<file path="config.mk">
export PLATFORM = sky130hd
export DESIGN_NAME = afs_bank
export DESIGN_NICKNAME = d
export VERILOG_FILES = /design/src/afs_pkg.sv /design/src/afs_bank.sv /design/src/afs_sync.sv
export VERILOG_INCLUDE_DIRS = /design/src
export SDC_FILE = /design/constraint.sdc
export NUM_CORES = 1
export LEC_CHECK = 0
export ABC_CLOCK_PERIOD_IN_PS = 1600
export BUFFER_PORTS_ARGS = -buffer_cell sky130_fd_sc_hd__buf_2
export CELL_PAD_IN_SITES_DETAIL_PLACEMENT = 0
export CELL_PAD_IN_SITES_GLOBAL_PLACEMENT = 1
export CORE_ASPECT_RATIO = 0.6
export CORE_MARGIN = 8
export CORE_UTILIZATION = 43
export CTS_BUF_LIST = sky130_fd_sc_hd__clkbuf_16
export DETAILED_ROUTE_END_ITERATION = 10
export MAX_ROUTING_LAYER = met4
export PLACE_DENSITY = 0.76
export SKIP_LAST_GASP = 1
export SLEW_MARGIN = 20
export SYNTH_ARGS = -nofsm -noshare
export SYNTH_HDL_FRONTEND = slang
export SYNTH_SLANG_ARGS = --single-unit
</file>
<file path="constraint.sdc">
create_clock -name mclk_i -period 1.6 [get_ports mclk_i]
set_clock_uncertainty 0.2 [all_clocks]
set_input_delay 0.08 -clock mclk_i [delete_from_list [all_inputs] [get_ports mclk_i]]
set_output_delay 0.08 -clock mclk_i [all_outputs]
set_load 0.02 [all_outputs]
</file>
<file path="src/afs_cfg.svh">
/*
  offsets, field positions, reset values and masks of the amplifier fault status bank.
  assumes it is included by its bare name wherever these constants are needed.
*/
`ifndef AFS_CFG_SVH
`define AFS_CFG_SVH

// register offsets on the control port
`define AFS_OFS_GLOBAL_FAULT_STATUS_A 8'h71
`define AFS_OFS_GLOBAL_FAULT_STATUS_B 8'h72
`define AFS_OFS_WARNING_STATUS 8'h73
`define AFS_OFS_FAULT_PIN_MASK_A 8'h74
`define AFS_OFS_FAULT_PIN_MASK_B 8'h75
`define AFS_OFS_FAULT_CLEAR 8'h78

// global_fault_status_a fields
`define AFS_GA_SUPPLY_UNDERVOLT 0
`define AFS_GA_SUPPLY_OVERVOLT 1
`define AFS_GA_CLK_FAULT 2
`define AFS_GA_BOOT_LOAD_FAILED 5
`define AFS_GA_COEF_WRITE_FAILED 6
`define AFS_GA_OTP_CHECK_FAILED 7

// global_fault_status_b fields
`define AFS_GB_THERMAL_SHUTDOWN 0
`define AFS_GB_LEFT_CYC_OC 1
`define AFS_GB_RIGHT_CYC_OC 2

// warning_status fields
`define AFS_WS_THERMAL_LOW 0
`define AFS_WS_THERMAL_MID 1
`define AFS_WS_THERMAL_HIGH 2
`define AFS_WS_THERMAL_TOP 3
`define AFS_WS_RIGHT_CYC_OC 4
`define AFS_WS_LEFT_CYC_OC 5

// fault_pin_mask_a fields
`define AFS_MA_CYC_OC 0
`define AFS_MA_SUPPLY 2
`define AFS_MA_CLK_FAULT 4
`define AFS_MA_THERMAL_SHUTDOWN 7
`define AFS_MA_WRITE_MASK 8'hf7

// fault_pin_mask_b fields
`define AFS_MB_CYC_OC_FAULT 0
`define AFS_MB_THERMAL_LATCH 4
`define AFS_MB_CLK_LATCH 5
`define AFS_MB_CYC_WARN_LATCH 6
`define AFS_MB_CYC_FAULT_LATCH 7

// fault clear register field
`define AFS_CLR_BIT 7

// reset values
`define AFS_RST_STATUS 8'h00
`define AFS_RST_MASK_A 8'h00
`define AFS_RST_MASK_B 8'hf8

`endif

</file>
<file path="src/afs_pkg.sv">
/*
  types of the amplifier fault status bank: sense bundle, load result bundle and control port request.
  assumes afs_cfg.svh sits in the same folder.
*/
package afs_pkg;

  // live conditions from the protection sensing circuits
  typedef struct packed {
    logic clk_fault;
    logic supply_overvolt_flag;
    logic supply_undervolt_flag;
    logic thermal_shutdown_flag;
    logic left_cyc_overcurrent_fault;
    logic right_cyc_overcurrent_fault;
    logic left_cyc_overcurrent_warn;
    logic right_cyc_overcurrent_warn;
    logic thermal_warn_top;
    logic thermal_warn_high;
    logic thermal_warn_mid;
    logic thermal_warn_low;
  } afs_sense_t;

  // configuration load results from same-clock logic
  typedef struct packed {
    logic otp_check_done;
    logic otp_check_ok;
    logic coef_write_done;
    logic coef_write_ok;
    logic boot_load_done;
    logic boot_load_ok;
  } afs_load_t;

  // one access from the control port
  typedef struct packed {
    logic rd;
    logic wr;
    logic [7:0] addr;
    logic [7:0] wdata;
  } afs_req_t;

endpackage : afs_pkg

</file>
<file path="src/afs_bank.sv">
/*
  fault and warning status bank of a stereo switching amplifier, with pin masks,
  latch enables, fault clear, output stage high impedance and fault pin report.
  assumes sense levels come from asynchronous analog circuits and load results
  and the control port request come from logic on mclk_i.
*/
`timescale 1ns/1ps
`include "afs_cfg.svh"

// How it works
// - clock fault sets status A bit 2, floats outputs, reports on fault pin.
// - output float follows live clock fault, so recovery needs no software.
// - supply over-voltage sets status A bit 1, floats outputs, reports on pin.
// - supply under-voltage sets status A bit 0, floats outputs, reports on pin.
// - supply faults float outputs only while present, resuming automatically.
// - thermal shutdown sets status B bit 0, floats outputs, reports, recovers alone.
// - set protection fault bits stay one, when latch enabled, until host writes one to clear bit 7; load error bits change only on the next load result.
// - failed one-time memory integrity check sets status A bit 7.
// - failed latest coefficient write sets status A bit 6.
// - status A bit 5 shows outcome of the last boot load.
// - cycle over-current faults: status B bit 2 right, bit 1 left.
// - cycle over-current warnings: warning bit 5 left, bit 4 right.
// - warning bit 3 at 146C, bit 2 at 134C.
// - warning bit 1 at 122C, bit 0 at 112C.
// - warning register resets to zero and is read-only.
// - clock fault mask hides clock faults from the pin, still recorded.
// - thermal shutdown latch enable resets to one; zero makes status live.
module afs_bank
  import afs_pkg::*;
(
  // clock and reset
  input wire logic mclk_i,
  input wire logic rst_n_i,
  // protection sense levels
  input afs_sense_t sense_i,
  // configuration load results
  input afs_load_t load_i,
  // control port
  input afs_req_t req_i,
  output logic [7:0] rdata_o,
  output logic rvalid_o,
  // output stage and fault pin
  output logic output_hiz_o,
  output logic fault_n_o
);

  typedef struct packed {
    logic [7:0] status_a;
    logic [7:0] status_b;
    logic [7:0] warning;
    logic [7:0] mask_a;
    logic [7:0] mask_b;
    logic [7:0] rdata;
    logic rvalid;
    logic hiz;
    logic fault_n;
  } afs_state_t;

  afs_state_t st;
  afs_state_t next_st;
  afs_sense_t live;
  logic [$bits(afs_sense_t)-1:0] live_bits;
  logic clr;
  logic live_float;
  logic report;

  // sticky when latching, otherwise a copy of the live level; set wins over clear
  function automatic logic track(input logic cur, input logic lvl, input logic latch_on, input logic clear);
    logic res;
    res = lvl;
    if (latch_on) begin
      res = (cur & ~clear) | lvl;
    end
    return res;
  endfunction : track

  afs_sync #(
    .WIDTH($bits(afs_sense_t))
  ) u_sync (
    .mclk_i(mclk_i),
    .rst_n_i(rst_n_i),
    .async_i(sense_i),
    .sync_o(live_bits)
  );

  assign live = afs_sense_t'(live_bits);

  // clear pulse from the fault clear register
  assign clr = req_i.wr && (req_i.addr == `AFS_OFS_FAULT_CLEAR) && req_i.wdata[`AFS_CLR_BIT];

  // outputs float only while a fault is present
  assign live_float = live.clk_fault
    | live.supply_overvolt_flag
    | live.supply_undervolt_flag
    | live.thermal_shutdown_flag;

  always_comb begin
    next_st = st;
    next_st.rvalid = 1'b0;

    // status A: supply and clock faults
    next_st.status_a[`AFS_GA_CLK_FAULT] = track(st.status_a[`AFS_GA_CLK_FAULT], live.clk_fault,
      st.mask_b[`AFS_MB_CLK_LATCH], clr);
    next_st.status_a[`AFS_GA_SUPPLY_OVERVOLT] = track(st.status_a[`AFS_GA_SUPPLY_OVERVOLT],
      live.supply_overvolt_flag, 1'b1, clr);
    next_st.status_a[`AFS_GA_SUPPLY_UNDERVOLT] = track(st.status_a[`AFS_GA_SUPPLY_UNDERVOLT],
      live.supply_undervolt_flag, 1'b1, clr);

    // status A: configuration load errors
    if (load_i.otp_check_done) begin
      next_st.status_a[`AFS_GA_OTP_CHECK_FAILED] = ~load_i.otp_check_ok;
    end
    if (load_i.coef_write_done) begin
      next_st.status_a[`AFS_GA_COEF_WRITE_FAILED] = ~load_i.coef_write_ok;
    end
    if (load_i.boot_load_done) begin
      next_st.status_a[`AFS_GA_BOOT_LOAD_FAILED] = ~load_i.boot_load_ok;
    end

    // status B: thermal shutdown and cycle over-current faults
    next_st.status_b[`AFS_GB_THERMAL_SHUTDOWN] = track(st.status_b[`AFS_GB_THERMAL_SHUTDOWN],
      live.thermal_shutdown_flag, st.mask_b[`AFS_MB_THERMAL_LATCH], clr);
    next_st.status_b[`AFS_GB_RIGHT_CYC_OC] = track(st.status_b[`AFS_GB_RIGHT_CYC_OC],
      live.right_cyc_overcurrent_fault, st.mask_b[`AFS_MB_CYC_FAULT_LATCH], clr);
    next_st.status_b[`AFS_GB_LEFT_CYC_OC] = track(st.status_b[`AFS_GB_LEFT_CYC_OC],
      live.left_cyc_overcurrent_fault, st.mask_b[`AFS_MB_CYC_FAULT_LATCH], clr);

    // warnings: cycle over-current per channel
    next_st.warning[`AFS_WS_LEFT_CYC_OC] = track(st.warning[`AFS_WS_LEFT_CYC_OC],
      live.left_cyc_overcurrent_warn, st.mask_b[`AFS_MB_CYC_WARN_LATCH], clr);
    next_st.warning[`AFS_WS_RIGHT_CYC_OC] = track(st.warning[`AFS_WS_RIGHT_CYC_OC],
      live.right_cyc_overcurrent_warn, st.mask_b[`AFS_MB_CYC_WARN_LATCH], clr);

    // warnings: graded die temperature
    next_st.warning[`AFS_WS_THERMAL_TOP] = track(st.warning[`AFS_WS_THERMAL_TOP],
      live.thermal_warn_top, 1'b1, clr);
    next_st.warning[`AFS_WS_THERMAL_HIGH] = track(st.warning[`AFS_WS_THERMAL_HIGH],
      live.thermal_warn_high, 1'b1, clr);
    next_st.warning[`AFS_WS_THERMAL_MID] = track(st.warning[`AFS_WS_THERMAL_MID],
      live.thermal_warn_mid, 1'b1, clr);
    next_st.warning[`AFS_WS_THERMAL_LOW] = track(st.warning[`AFS_WS_THERMAL_LOW],
      live.thermal_warn_low, 1'b1, clr);

    // reserved bits held at zero
    next_st.status_a[4:3] = 2'h0;
    next_st.status_b[7:3] = 5'h00;
    next_st.warning[7:6] = 2'h0;

    // writable mask and latch control; status registers ignore writes
    if (req_i.wr) begin
      unique case (req_i.addr)
        `AFS_OFS_FAULT_PIN_MASK_A: begin
          next_st.mask_a = req_i.wdata & `AFS_MA_WRITE_MASK;
        end
        `AFS_OFS_FAULT_PIN_MASK_B: begin
          next_st.mask_b = req_i.wdata;
        end
        default: begin
          next_st.mask_a = st.mask_a;
        end
      endcase
    end

    // read data one cycle after the request
    if (req_i.rd) begin
      next_st.rvalid = 1'b1;
      unique case (req_i.addr)
        `AFS_OFS_GLOBAL_FAULT_STATUS_A: begin
          next_st.rdata = st.status_a;
        end
        `AFS_OFS_GLOBAL_FAULT_STATUS_B: begin
          next_st.rdata = st.status_b;
        end
        `AFS_OFS_WARNING_STATUS: begin
          next_st.rdata = st.warning;
        end
        `AFS_OFS_FAULT_PIN_MASK_A: begin
          next_st.rdata = st.mask_a;
        end
        `AFS_OFS_FAULT_PIN_MASK_B: begin
          next_st.rdata = st.mask_b;
        end
        default: begin
          next_st.rdata = 8'h00;
        end
      endcase
    end

    next_st.hiz = live_float;
    next_st.fault_n = ~report;
  end

  // fault pin report from recorded faults, each behind its mask
  always_comb begin
    report = 1'b0;
    if (st.status_a[`AFS_GA_CLK_FAULT] && !st.mask_a[`AFS_MA_CLK_FAULT]) begin
      report = 1'b1;
    end
    if ((st.status_a[`AFS_GA_SUPPLY_OVERVOLT] || st.status_a[`AFS_GA_SUPPLY_UNDERVOLT])
        && !st.mask_a[`AFS_MA_SUPPLY]) begin
      report = 1'b1;
    end
    if (st.status_b[`AFS_GB_THERMAL_SHUTDOWN] && !st.mask_a[`AFS_MA_THERMAL_SHUTDOWN]) begin
      report = 1'b1;
    end
    if ((st.status_b[`AFS_GB_RIGHT_CYC_OC] || st.status_b[`AFS_GB_LEFT_CYC_OC])
        && !st.mask_b[`AFS_MB_CYC_OC_FAULT]) begin
      report = 1'b1;
    end
  end

  always_ff @(posedge mclk_i) begin
    if (!rst_n_i) begin
      st.status_a <= `AFS_RST_STATUS;
      st.status_b <= `AFS_RST_STATUS;
      st.warning <= `AFS_RST_STATUS;
      st.mask_a <= `AFS_RST_MASK_A;
      st.mask_b <= `AFS_RST_MASK_B;
      st.rdata <= 8'h00;
      st.rvalid <= 1'b0;
      st.hiz <= 1'b0;
      st.fault_n <= 1'b1;
    end else begin
      st <= next_st;
    end
  end

  assign rdata_o = st.rdata;
  assign rvalid_o = st.rvalid;
  assign output_hiz_o = st.hiz;
  assign fault_n_o = st.fault_n;

endmodule : afs_bank

</file>
<file path="src/afs_sync.sv">
/*
  three-stage synchroniser per bit with agreement filter.
  assumes inputs arrive from outside the mclk_i domain.
*/
`timescale 1ns/1ps

module afs_sync #(
  parameter int WIDTH = 12
) (
  // clock and reset
  input wire logic mclk_i,
  input wire logic rst_n_i,
  // raw and filtered levels
  input wire logic [WIDTH-1:0] async_i,
  output logic [WIDTH-1:0] sync_o
);

  typedef struct packed {
    logic [WIDTH-1:0] s1;
    logic [WIDTH-1:0] s2;
    logic [WIDTH-1:0] s3;
    logic [WIDTH-1:0] held;
  } afs_sync_state_t;

  afs_sync_state_t st;
  afs_sync_state_t next_st;

  always_comb begin
    next_st = st;
    next_st.s1 = async_i;
    next_st.s2 = st.s1;
    next_st.s3 = st.s2;
    for (int i = 0; i < WIDTH; i++) begin
      if (st.s2[i] == st.s3[i]) begin
        next_st.held[i] = st.s3[i];
      end
    end
  end

  always_ff @(posedge mclk_i) begin
    if (!rst_n_i) begin
      st <= '0;
    end else begin
      st <= next_st;
    end
  end

  assign sync_o = st.held;

endmodule : afs_sync

</file>
==> metrics.txt, run 1 <==
# TYPE chip_impl_metric gauge
chip_impl_info{name="worst_hold_path_type",value="input port to register"} 1
chip_impl_metric{name="slew_headroom",unit="%"} 67.3
chip_impl_metric{name="detailedRoute.firstIterationViolations",unit=""} 130
chip_impl_metric{name="layout-drive-gt1-share",unit="%"} 20.3
chip_impl_metric{name="power.leakage",unit="nW"} 1.70
chip_impl_info{name="synth_most_common_cell",value="dfxtp_1"} 1
chip_impl_info{name="clockRootBuffer",value="clkbuf_16"} 1
chip_impl_metric{name="post_layout_nonfiller_instances",unit=""} 494
chip_impl_metric{name="synth_warn",unit=""} 0
chip_impl_metric{name="floorplan.initialDensity",unit="%"} 44.3
chip_impl_metric{name="postLayoutCoreUtil",unit="%"} 55.8
chip_impl_metric{name="numClockSinks",unit=""} 89
chip_impl_metric{name="ys_types",unit=""} 35
chip_impl_metric{name="place.detailed.instances",unit=""} 448
chip_impl_metric{name="io_buffer_count",unit=""} 48
chip_impl_metric{name="die_height",unit="um"} 82.9
chip_impl_metric{name="fill_count",unit=""} 652
chip_impl_metric{name="report.final.setup_viol",unit=""} 0
chip_impl_metric{name="grt_start_max_net_pins",unit=""} 61
chip_impl_metric{name="drt_pass1_iterations",unit=""} 4
chip_impl_metric{name="drcViolationCount",unit=""} 0
chip_impl_metric{name="syn2layout_area_growth",unit="%"} 25.9
chip_impl_metric{name="num_io_pins",unit=""} 49
chip_impl_metric{name="place.detailed.hpwl",unit="um"} 4810
chip_impl_metric{name="grt_util_all_layers",unit="%"} 14.3
chip_impl_metric{name="final.hold.worst_slack",unit="ps"} 36.9
chip_impl_info{name="rsz0062_at_grt",value="false"} 1
chip_impl_metric{name="synth.net_count",unit=""} 351
chip_impl_metric{name="timing_hold_violations_final",unit=""} 0
chip_impl_metric{name="critPathMaxStageDelay",unit="ps"} 570
chip_impl_metric{name="fmax",unit="MHz"} 669
chip_impl_metric{name="clk_pin_slew_worst_paths",unit="ps"} 60
chip_impl_metric{name="synth_mux_area_share",unit="%"} 6.16
chip_impl_info{name="outcome",value="complete, no violations"} 1
chip_impl_info{name="synth_area_leaders",value="dfxtp_1 (56%), and2_1 (7.2%), mux2i_1 (4.1%)"} 1
chip_impl_metric{name="design.final.nets",unit=""} 423
chip_impl_info{name="most_used_standard_cells_in_the_synthesized_netlist",value="dfxtp_1 (89), and2_1 (37), nand2_1 (28)"} 1
chip_impl_metric{name="yosys.area_share.simple",unit="%"} 18.8
chip_impl_metric{name="finalWeightedCongestion",unit=""} 0.851
chip_impl_info{name="yosys_most_used_dff",value="dfxtp_1"} 1
chip_impl_metric{name="grt_remaining_overflow",unit=""} 0
chip_impl_info{name="worstSetupStartpointType",value="input port"} 1
chip_impl_metric{name="number_of_synthesized_flops_with_an_enable_pin",unit=""} 0
chip_impl_metric{name="antenna_found_initial",unit=""} 0
chip_impl_metric{name="sequential_element_share_of_the_synthesized_area",unit="%"} 55.5
chip_impl_metric{name="cellPowerDensity",unit="mW/mm^2"} 1070
chip_impl_metric{name="core_area",unit="mm^2"} 0.00724
chip_impl_metric{name="transition_time_at_the_pin_with_the_least_slew_margin",unit="ps"} 490
chip_impl_metric{name="route.detailed.wl_per_inst",unit="um"} 13.9
chip_impl_metric{name="die_w",unit="um"} 128
chip_impl_metric{name="wl",unit="um"} 6880
chip_impl_info{name="synth_top_cell_by_area",value="dfxtp_1"} 1
chip_impl_metric{name="synth_top_cell_area_share",unit="%"} 55.5
chip_impl_info{name="timing.critical_path.to_type",value="register"} 1
chip_impl_metric{name="antenna_cells_inserted",unit=""} 0
chip_impl_metric{name="sequential_cell_area",unit="mm^2"} 0.00178
chip_impl_metric{name="final_period_minus_worst_setup_slack",unit="ps"} 1500
chip_impl_metric{name="drtAntennaViolNets",unit=""} 0
chip_impl_metric{name="clockBufferDepth",unit=""} 2
chip_impl_info{name="timing.critical_path.cells",value="buf_2 -> dlygate4sd3_1 -> and2_1 -> and4_1 -> a221o_1"} 1
chip_impl_metric{name="period_share",unit="%"} 93.5
chip_impl_info{name="ws_path_type",value="input port to register"} 1
chip_impl_metric{name="total_clock_buffers_created_by_cts",unit=""} 9
chip_impl_metric{name="critPathMaxFanout",unit=""} 3
chip_impl_info{name="largest_family_of_logic_cells_by_synthesized_area",value="simple AND/OR/NAND/NOR gates"} 1
chip_impl_metric{name="fp.dieArea",unit="mm^2"} 0.0106
chip_impl_metric{name="grt_pass1_wl",unit="um"} 11700
chip_impl_metric{name="multi_input_comb_area",unit="mm^2"} 0.00126
chip_impl_metric{name="required_time_at_the_endpoint_of_the_critical_path",unit="ps"} 1620
chip_impl_metric{name="slew_viol_final",unit=""} 0
chip_impl_metric{name="synth_compound_gate_area_share",unit="%"} 14.0
chip_impl_metric{name="vdd.ir_drop.worst",unit="uV"} 563
chip_impl_metric{name="post-route-cell-area",unit="mm^2"} 0.00404
chip_impl_metric{name="ys_async_sr_fraction",unit="%"} 0
chip_impl_metric{name="std_cell_rows",unit=""} 24
chip_impl_metric{name="netlist_instances",unit=""} 313
chip_impl_info{name="tritoncts",value="done"} 1
chip_impl_metric{name="totalNegativeSetupSlack",unit="ps"} 0
chip_impl_metric{name="clkLatencyLatePin",unit="ps"} 330
chip_impl_metric{name="cap_viol_max_count",unit=""} 0
chip_impl_metric{name="via_per_inst",unit=""} 4.95
chip_impl_metric{name="yosys_register_bits",unit=""} 89
chip_impl_metric{name="post_synth_xor_area_fraction",unit="%"} 0
chip_impl_metric{name="detailroute.via_count",unit=""} 2445
chip_impl_metric{name="synth_area_per_cell",unit="um^2"} 10.2
chip_impl_metric{name="mappedNetlistArea",unit="mm^2"} 0.00321
chip_impl_metric{name="post_dp_cell_area",unit="mm^2"} 0.00347
chip_impl_metric{name="vias_in_the_first_global_route",unit=""} 2411
chip_impl_metric{name="yosys.area_share.adder",unit="%"} 0
chip_impl_metric{name="clock_tree.htree_level_count",unit=""} 3
chip_impl_metric{name="cp.arrival",unit="ps"} 1520
chip_impl_metric{name="cts_post_setup_buffers_inserted",unit=""} 0
chip_impl_info{name="critical-path-slowest-cell",value="dlygate4sd3_1"} 1
-- path summary, 6_finish.rpt --
check	start	to	slack, ps	cells past startpoint
worst min register to register	u_sync.next_st[24]	u_sync.next_st[12]	230	1
worst min-delay path	req_i[15]	rdata_o[3]	40	5
worst max register to register	st[48]	st[48]	170	3
worst max-delay path	rst_n_i	rdata_o[1]	100	5
-- critical path: cells and delay by family --
family                 cells  cell delay [ps]
buffers and inverters      2              700
and+or+nand+nor            2              430
AOI/OAI and AO/OA          1              300
-- sequential cells by signal, summed over array words and instances (netlist names) --
name / flops
st: 30
output_hiz_o: 1
fault_n_o: 1
rdata_o: 8
u_sync.st: 12
u_sync.sync_o: 12
u_sync.next_st: 24
rvalid_o: 1
-- area by class of cell --
cell class / instances / area share [%]
well taps: 104 / 3.22
clock buffers: 9 / 5.58
flip-flops and latches: 89 / 44.1
multi-input cells: 196 / 31.2
inverters: 4 / 0.434
clock inverters: 7 / 0.713
repair buffers: 85 / 14.7
-- layout by cell type (no fill, tap or decap), drive strengths merged, types with 3 or more instances in the layout --
| master | n |
|---|---|
| and2 | 37 |
| dlygate4sd3 | 30 |
| a22oi | 6 |
| a22o | 8 |
| buf | 55 |
| inv | 5 |
| dfxtp | 89 |
| nor2 | 21 |
| nor3b | 3 |
| a32o | 6 |
| a211oi | 6 |
| clkbuf | 9 |
| o21ai | 20 |
| a221o | 3 |
| mux2 | 6 |
| nand3 | 6 |
| a21oi | 13 |
| mux2i | 13 |
| clkinv | 6 |
| nand2 | 28 |
-- cells by family after synthesis --
| family | Yosys count |
|---|---|
| buffers and inverters | 28 |
| and+or+nand+nor | 111 |
| AOI/OAI and AO/OA | 66 |
| muxes | 19 |
| DFF | 89 |
-- timing repair --
action                                 in CTS  in global routing
hold buffers                               30                  0
resized for setup                           0                  1
setup endpoints to repair                   0                 12
endpoints found under the hold margin      32                  0
-- per-stage QoR --
step | worst slack [ps] | power, mW
3_3_place_gp | 170 | 2.53
3_5_place_dp | 129 | 2.54
2_1_floorplan | 344 | 2.45
5_1_grt | 62.1 | 4.52
4_1_cts | 49.5 | 4.39
6_report | 104 | 4.33
-- where the power goes --
part | switching (mW) | internal (mW)
clock | 0.770 | 1.02
sequential | 0.0180 | 2.26
combinational | 0.124 | 0.142
-- per-layer routing --
layer / part of all wire (%) / vias up / global-route usage, % / wire [um]
met1: 51 / 1161 / 18.5 / 3540
met4: 0.99 / 0 / 4.51 / 68
met2: 42 / 47 / 19.9 / 2900
li1: - / 1228 / - / -
met3: 5.5 / 9 / 5.42 / 377
met5: 0 / - / - / 0
Note: power is estimated with default switching activity, not from simulation.
==> inputs of run 2 (changes only) <==
==> constraint.sdc (replaced) <==
create_clock -name mclk_i -period 1.6 [get_ports mclk_i]
set_clock_uncertainty 0.2 [all_clocks]
set_input_delay 0 -clock mclk_i [delete_from_list [all_inputs] [get_ports mclk_i]]
set_output_delay 0 -clock mclk_i [all_outputs]
set_load 0.02 [all_outputs]
==> run 2 against run 1 <==
Compared with the run above:
- non-clock buffer count increased by 12
- design area increased by 3.7%
- total power increased by 3.7%
- first-iteration DRC count increased by 17%
- sequential power about the same
- die area unchanged
- via count increased by 4.3%
- routed wire length increased by 4.0%
- cell count increased by 2.4%
- critical path type unchanged
- critical endpoint is now st[18]
- largest cell class unchanged
- highest routed layer unchanged
==> metrics.txt, run 2 (synthesized netlist as in run 1, its figures left out) <==
# TYPE chip_impl_metric gauge
chip_impl_metric{name="period_share",unit="%"} 96.9
chip_impl_info{name="registers.top_by_ff_count",value="st"} 1
chip_impl_metric{name="critPathMaxStageDelay",unit="ps"} 640
chip_impl_info{name="worstSetupStartpointType",value="input port"} 1
chip_impl_metric{name="finalWeightedCongestion",unit=""} 0.845
chip_impl_metric{name="slew_viol_final",unit=""} 0
chip_impl_info{name="clockRootBuffer",value="clkbuf_16"} 1
chip_impl_metric{name="antenna_cells_inserted",unit=""} 0
chip_impl_info{name="tritoncts",value="done"} 1
chip_impl_metric{name="layout-drive-gt1-share",unit="%"} 20.6
chip_impl_metric{name="slew_headroom",unit="%"} 58.0
chip_impl_metric{name="fmax",unit="MHz"} 645
chip_impl_metric{name="std_cell_rows",unit=""} 24
chip_impl_metric{name="transition_time_at_the_pin_with_the_least_slew_margin",unit="ps"} 627
chip_impl_metric{name="floorplan.initialDensity",unit="%"} 44.3
chip_impl_metric{name="detailroute.via_count",unit=""} 2549
chip_impl_metric{name="grt_remaining_overflow",unit=""} 0
chip_impl_metric{name="vias_in_the_first_global_route",unit=""} 2533
chip_impl_metric{name="post_layout_nonfiller_instances",unit=""} 506
chip_impl_metric{name="timing.final.ws_setup",unit="ps"} 49.3
chip_impl_metric{name="via_per_inst",unit=""} 5.04
chip_impl_metric{name="cts_post_setup_buffers_inserted",unit=""} 0
chip_impl_metric{name="vdd.ir_drop.worst",unit="uV"} 643
chip_impl_metric{name="report.final.setup_viol",unit=""} 0
chip_impl_metric{name="fill_count",unit=""} 673
chip_impl_metric{name="io_buffer_count",unit=""} 48
chip_impl_metric{name="die_w",unit="um"} 128
chip_impl_metric{name="final_period_minus_worst_setup_slack",unit="ps"} 1550
chip_impl_metric{name="core_area",unit="mm^2"} 0.00724
chip_impl_metric{name="cellPowerDensity",unit="mW/mm^2"} 1070
chip_impl_metric{name="fp.dieArea",unit="mm^2"} 0.0106
chip_impl_info{name="timing.critical_path.cells",value="buf_2 -> and4b_1 -> nand4_1 -> buf_4 -> dlygate4sd3_1 -> mux2i_1 -> nand2_1"} 1
chip_impl_metric{name="timing_hold_violations_final",unit=""} 0
chip_impl_metric{name="numClockSinks",unit=""} 89
chip_impl_info{name="rsz0062_at_grt",value="false"} 1
chip_impl_metric{name="wl",unit="um"} 7160
chip_impl_metric{name="drt_pass1_iterations",unit=""} 4
chip_impl_info{name="worst_hold_path_type",value="input port to register"} 1
chip_impl_info{name="layout_commonest_cell",value="dfxtp_1"} 1
chip_impl_metric{name="syn2layout_area_growth",unit="%"} 30.5
chip_impl_metric{name="grt_pass1_wl",unit="um"} 12100
chip_impl_info{name="timing.critical_path.to_type",value="register"} 1
chip_impl_metric{name="power.leakage",unit="nW"} 1.75
chip_impl_metric{name="place.detailed.hpwl",unit="um"} 4830
chip_impl_metric{name="clock_tree.htree_level_count",unit=""} 3
chip_impl_metric{name="clockBufferDepth",unit=""} 2
chip_impl_info{name="ws_path_type",value="input port to register"} 1
chip_impl_metric{name="clk_pin_slew_worst_paths",unit="ps"} 70
chip_impl_metric{name="grt_start_max_net_pins",unit=""} 32
chip_impl_metric{name="totalNegativeSetupSlack",unit="ps"} 0
chip_impl_metric{name="pre_cts_slack",unit="ps"} 198
chip_impl_metric{name="cp.arrival",unit="ps"} 1590
chip_impl_metric{name="multi_input_comb_area",unit="mm^2"} 0.00126
chip_impl_metric{name="detailedRoute.firstIterationViolations",unit=""} 152
chip_impl_metric{name="antenna_found_initial",unit=""} 0
chip_impl_metric{name="clkLatencyLatePin",unit="ps"} 340
chip_impl_metric{name="cap_viol_max_count",unit=""} 0
chip_impl_metric{name="place.detailed.instances",unit=""} 447
chip_impl_metric{name="num_io_pins",unit=""} 49
chip_impl_info{name="critical-path-slowest-cell",value="dlygate4sd3_1"} 1
chip_impl_info{name="mostFrequentLayoutCells",value="dfxtp_1 (89), buf_2 (46), dlygate4sd3_1 (43)"} 1
chip_impl_metric{name="drtAntennaViolNets",unit=""} 0
chip_impl_metric{name="design.final.nets",unit=""} 435
chip_impl_metric{name="critPathMaxFanout",unit=""} 8
chip_impl_info{name="outcome",value="complete, no violations"} 1
chip_impl_metric{name="drcViolationCount",unit=""} 0
chip_impl_metric{name="grt_util_all_layers",unit="%"} 14.8
chip_impl_metric{name="route.detailed.wl_per_inst",unit="um"} 14.1
chip_impl_metric{name="die_height",unit="um"} 82.9
chip_impl_metric{name="required_time_at_the_endpoint_of_the_critical_path",unit="ps"} 1640
chip_impl_metric{name="total_clock_buffers_created_by_cts",unit=""} 9
chip_impl_metric{name="sequential_cell_area",unit="mm^2"} 0.00178
chip_impl_metric{name="max_ffs_per_register",unit=""} 30
==> run 2: cell count changes in the layout (fill, tap and decap cells not counted), sizes merged <==
cell and change:
inv +2, clkinv -3, clkinvlp +1, dlygate4sd3 +13, clkbuf +2, buf -3
==> run 2: final timing paths <==
check	slack, ps	endpoint	depth (start not counted)	startpoint
max	50	st[18]	7	req_i[15]
max reg2reg	120	st[17]	3	st[17]
min reg2reg	230	u_sync.next_st[17]	1	u_sync.next_st[29]
min	2	st[12]	5	req_i[16]
==> run 2: power breakdown <==
group	leakage (nW)	switching [mW]	internal (mW)
logic	0.890	0.127	0.153
registers	0.724	0.0179	2.26
clock network	0.137	0.871	1.06
==> run 2: layout make-up <==
class | instances | area share [%]
multi-input combinational | 196 | 30.1
clock buffer | 9 | 5.38
inverter | 4 | 0.418
timing repair buffer | 97 | 17.2
clock inverter | 7 | 1.26
sequential | 89 | 42.6
tap | 104 | 3.11
==> run 2: timing repair <==
| item | in CTS | in global routing |
|---|---|---|
| endpoints found under the hold margin | 37 | 0 |
| setup endpoints to repair | 0 | 2 |
| gates resized for setup | 0 | 3 |
| hold buffers | 43 | 0 |
==> run 2: worst max-delay path, delay by kind of cell <==
family | cells | cell delay [ps]
buf+inv | 3 | 930
mux | 1 | 170
simple gates | 3 | 480
==> run 2: stage by stage <==
stage / instance area [um^2] / util [%] / power [mW] / hold WS, ps
2_1_floorplan: 3210 / - / 2.45 / -105
3_3_place_gp: 3470 / 47.9 / 2.53 / -17.0
3_5_place_dp: 3470 / 47.9 / 2.53 / -12.3
4_1_cts: 4180 / 57.7 / 4.55 / 0.544
5_1_grt: 4190 / 57.8 / 4.69 / 22.9
6_report: 4190 / 57.8 / 4.49 / 2.22
==> run 2: layer usage <==
metal  routed length, um  part of all wire [%]  vias up  GRT usage, %
li1                    -                     -     1251             -
met4                 109                   1.5        0          5.80
met3                 516                   7.2       10          5.80
met1                3430                    48     1228          18.3
met5                   0                     0        -             -
met2                3100                    43       60          21.2
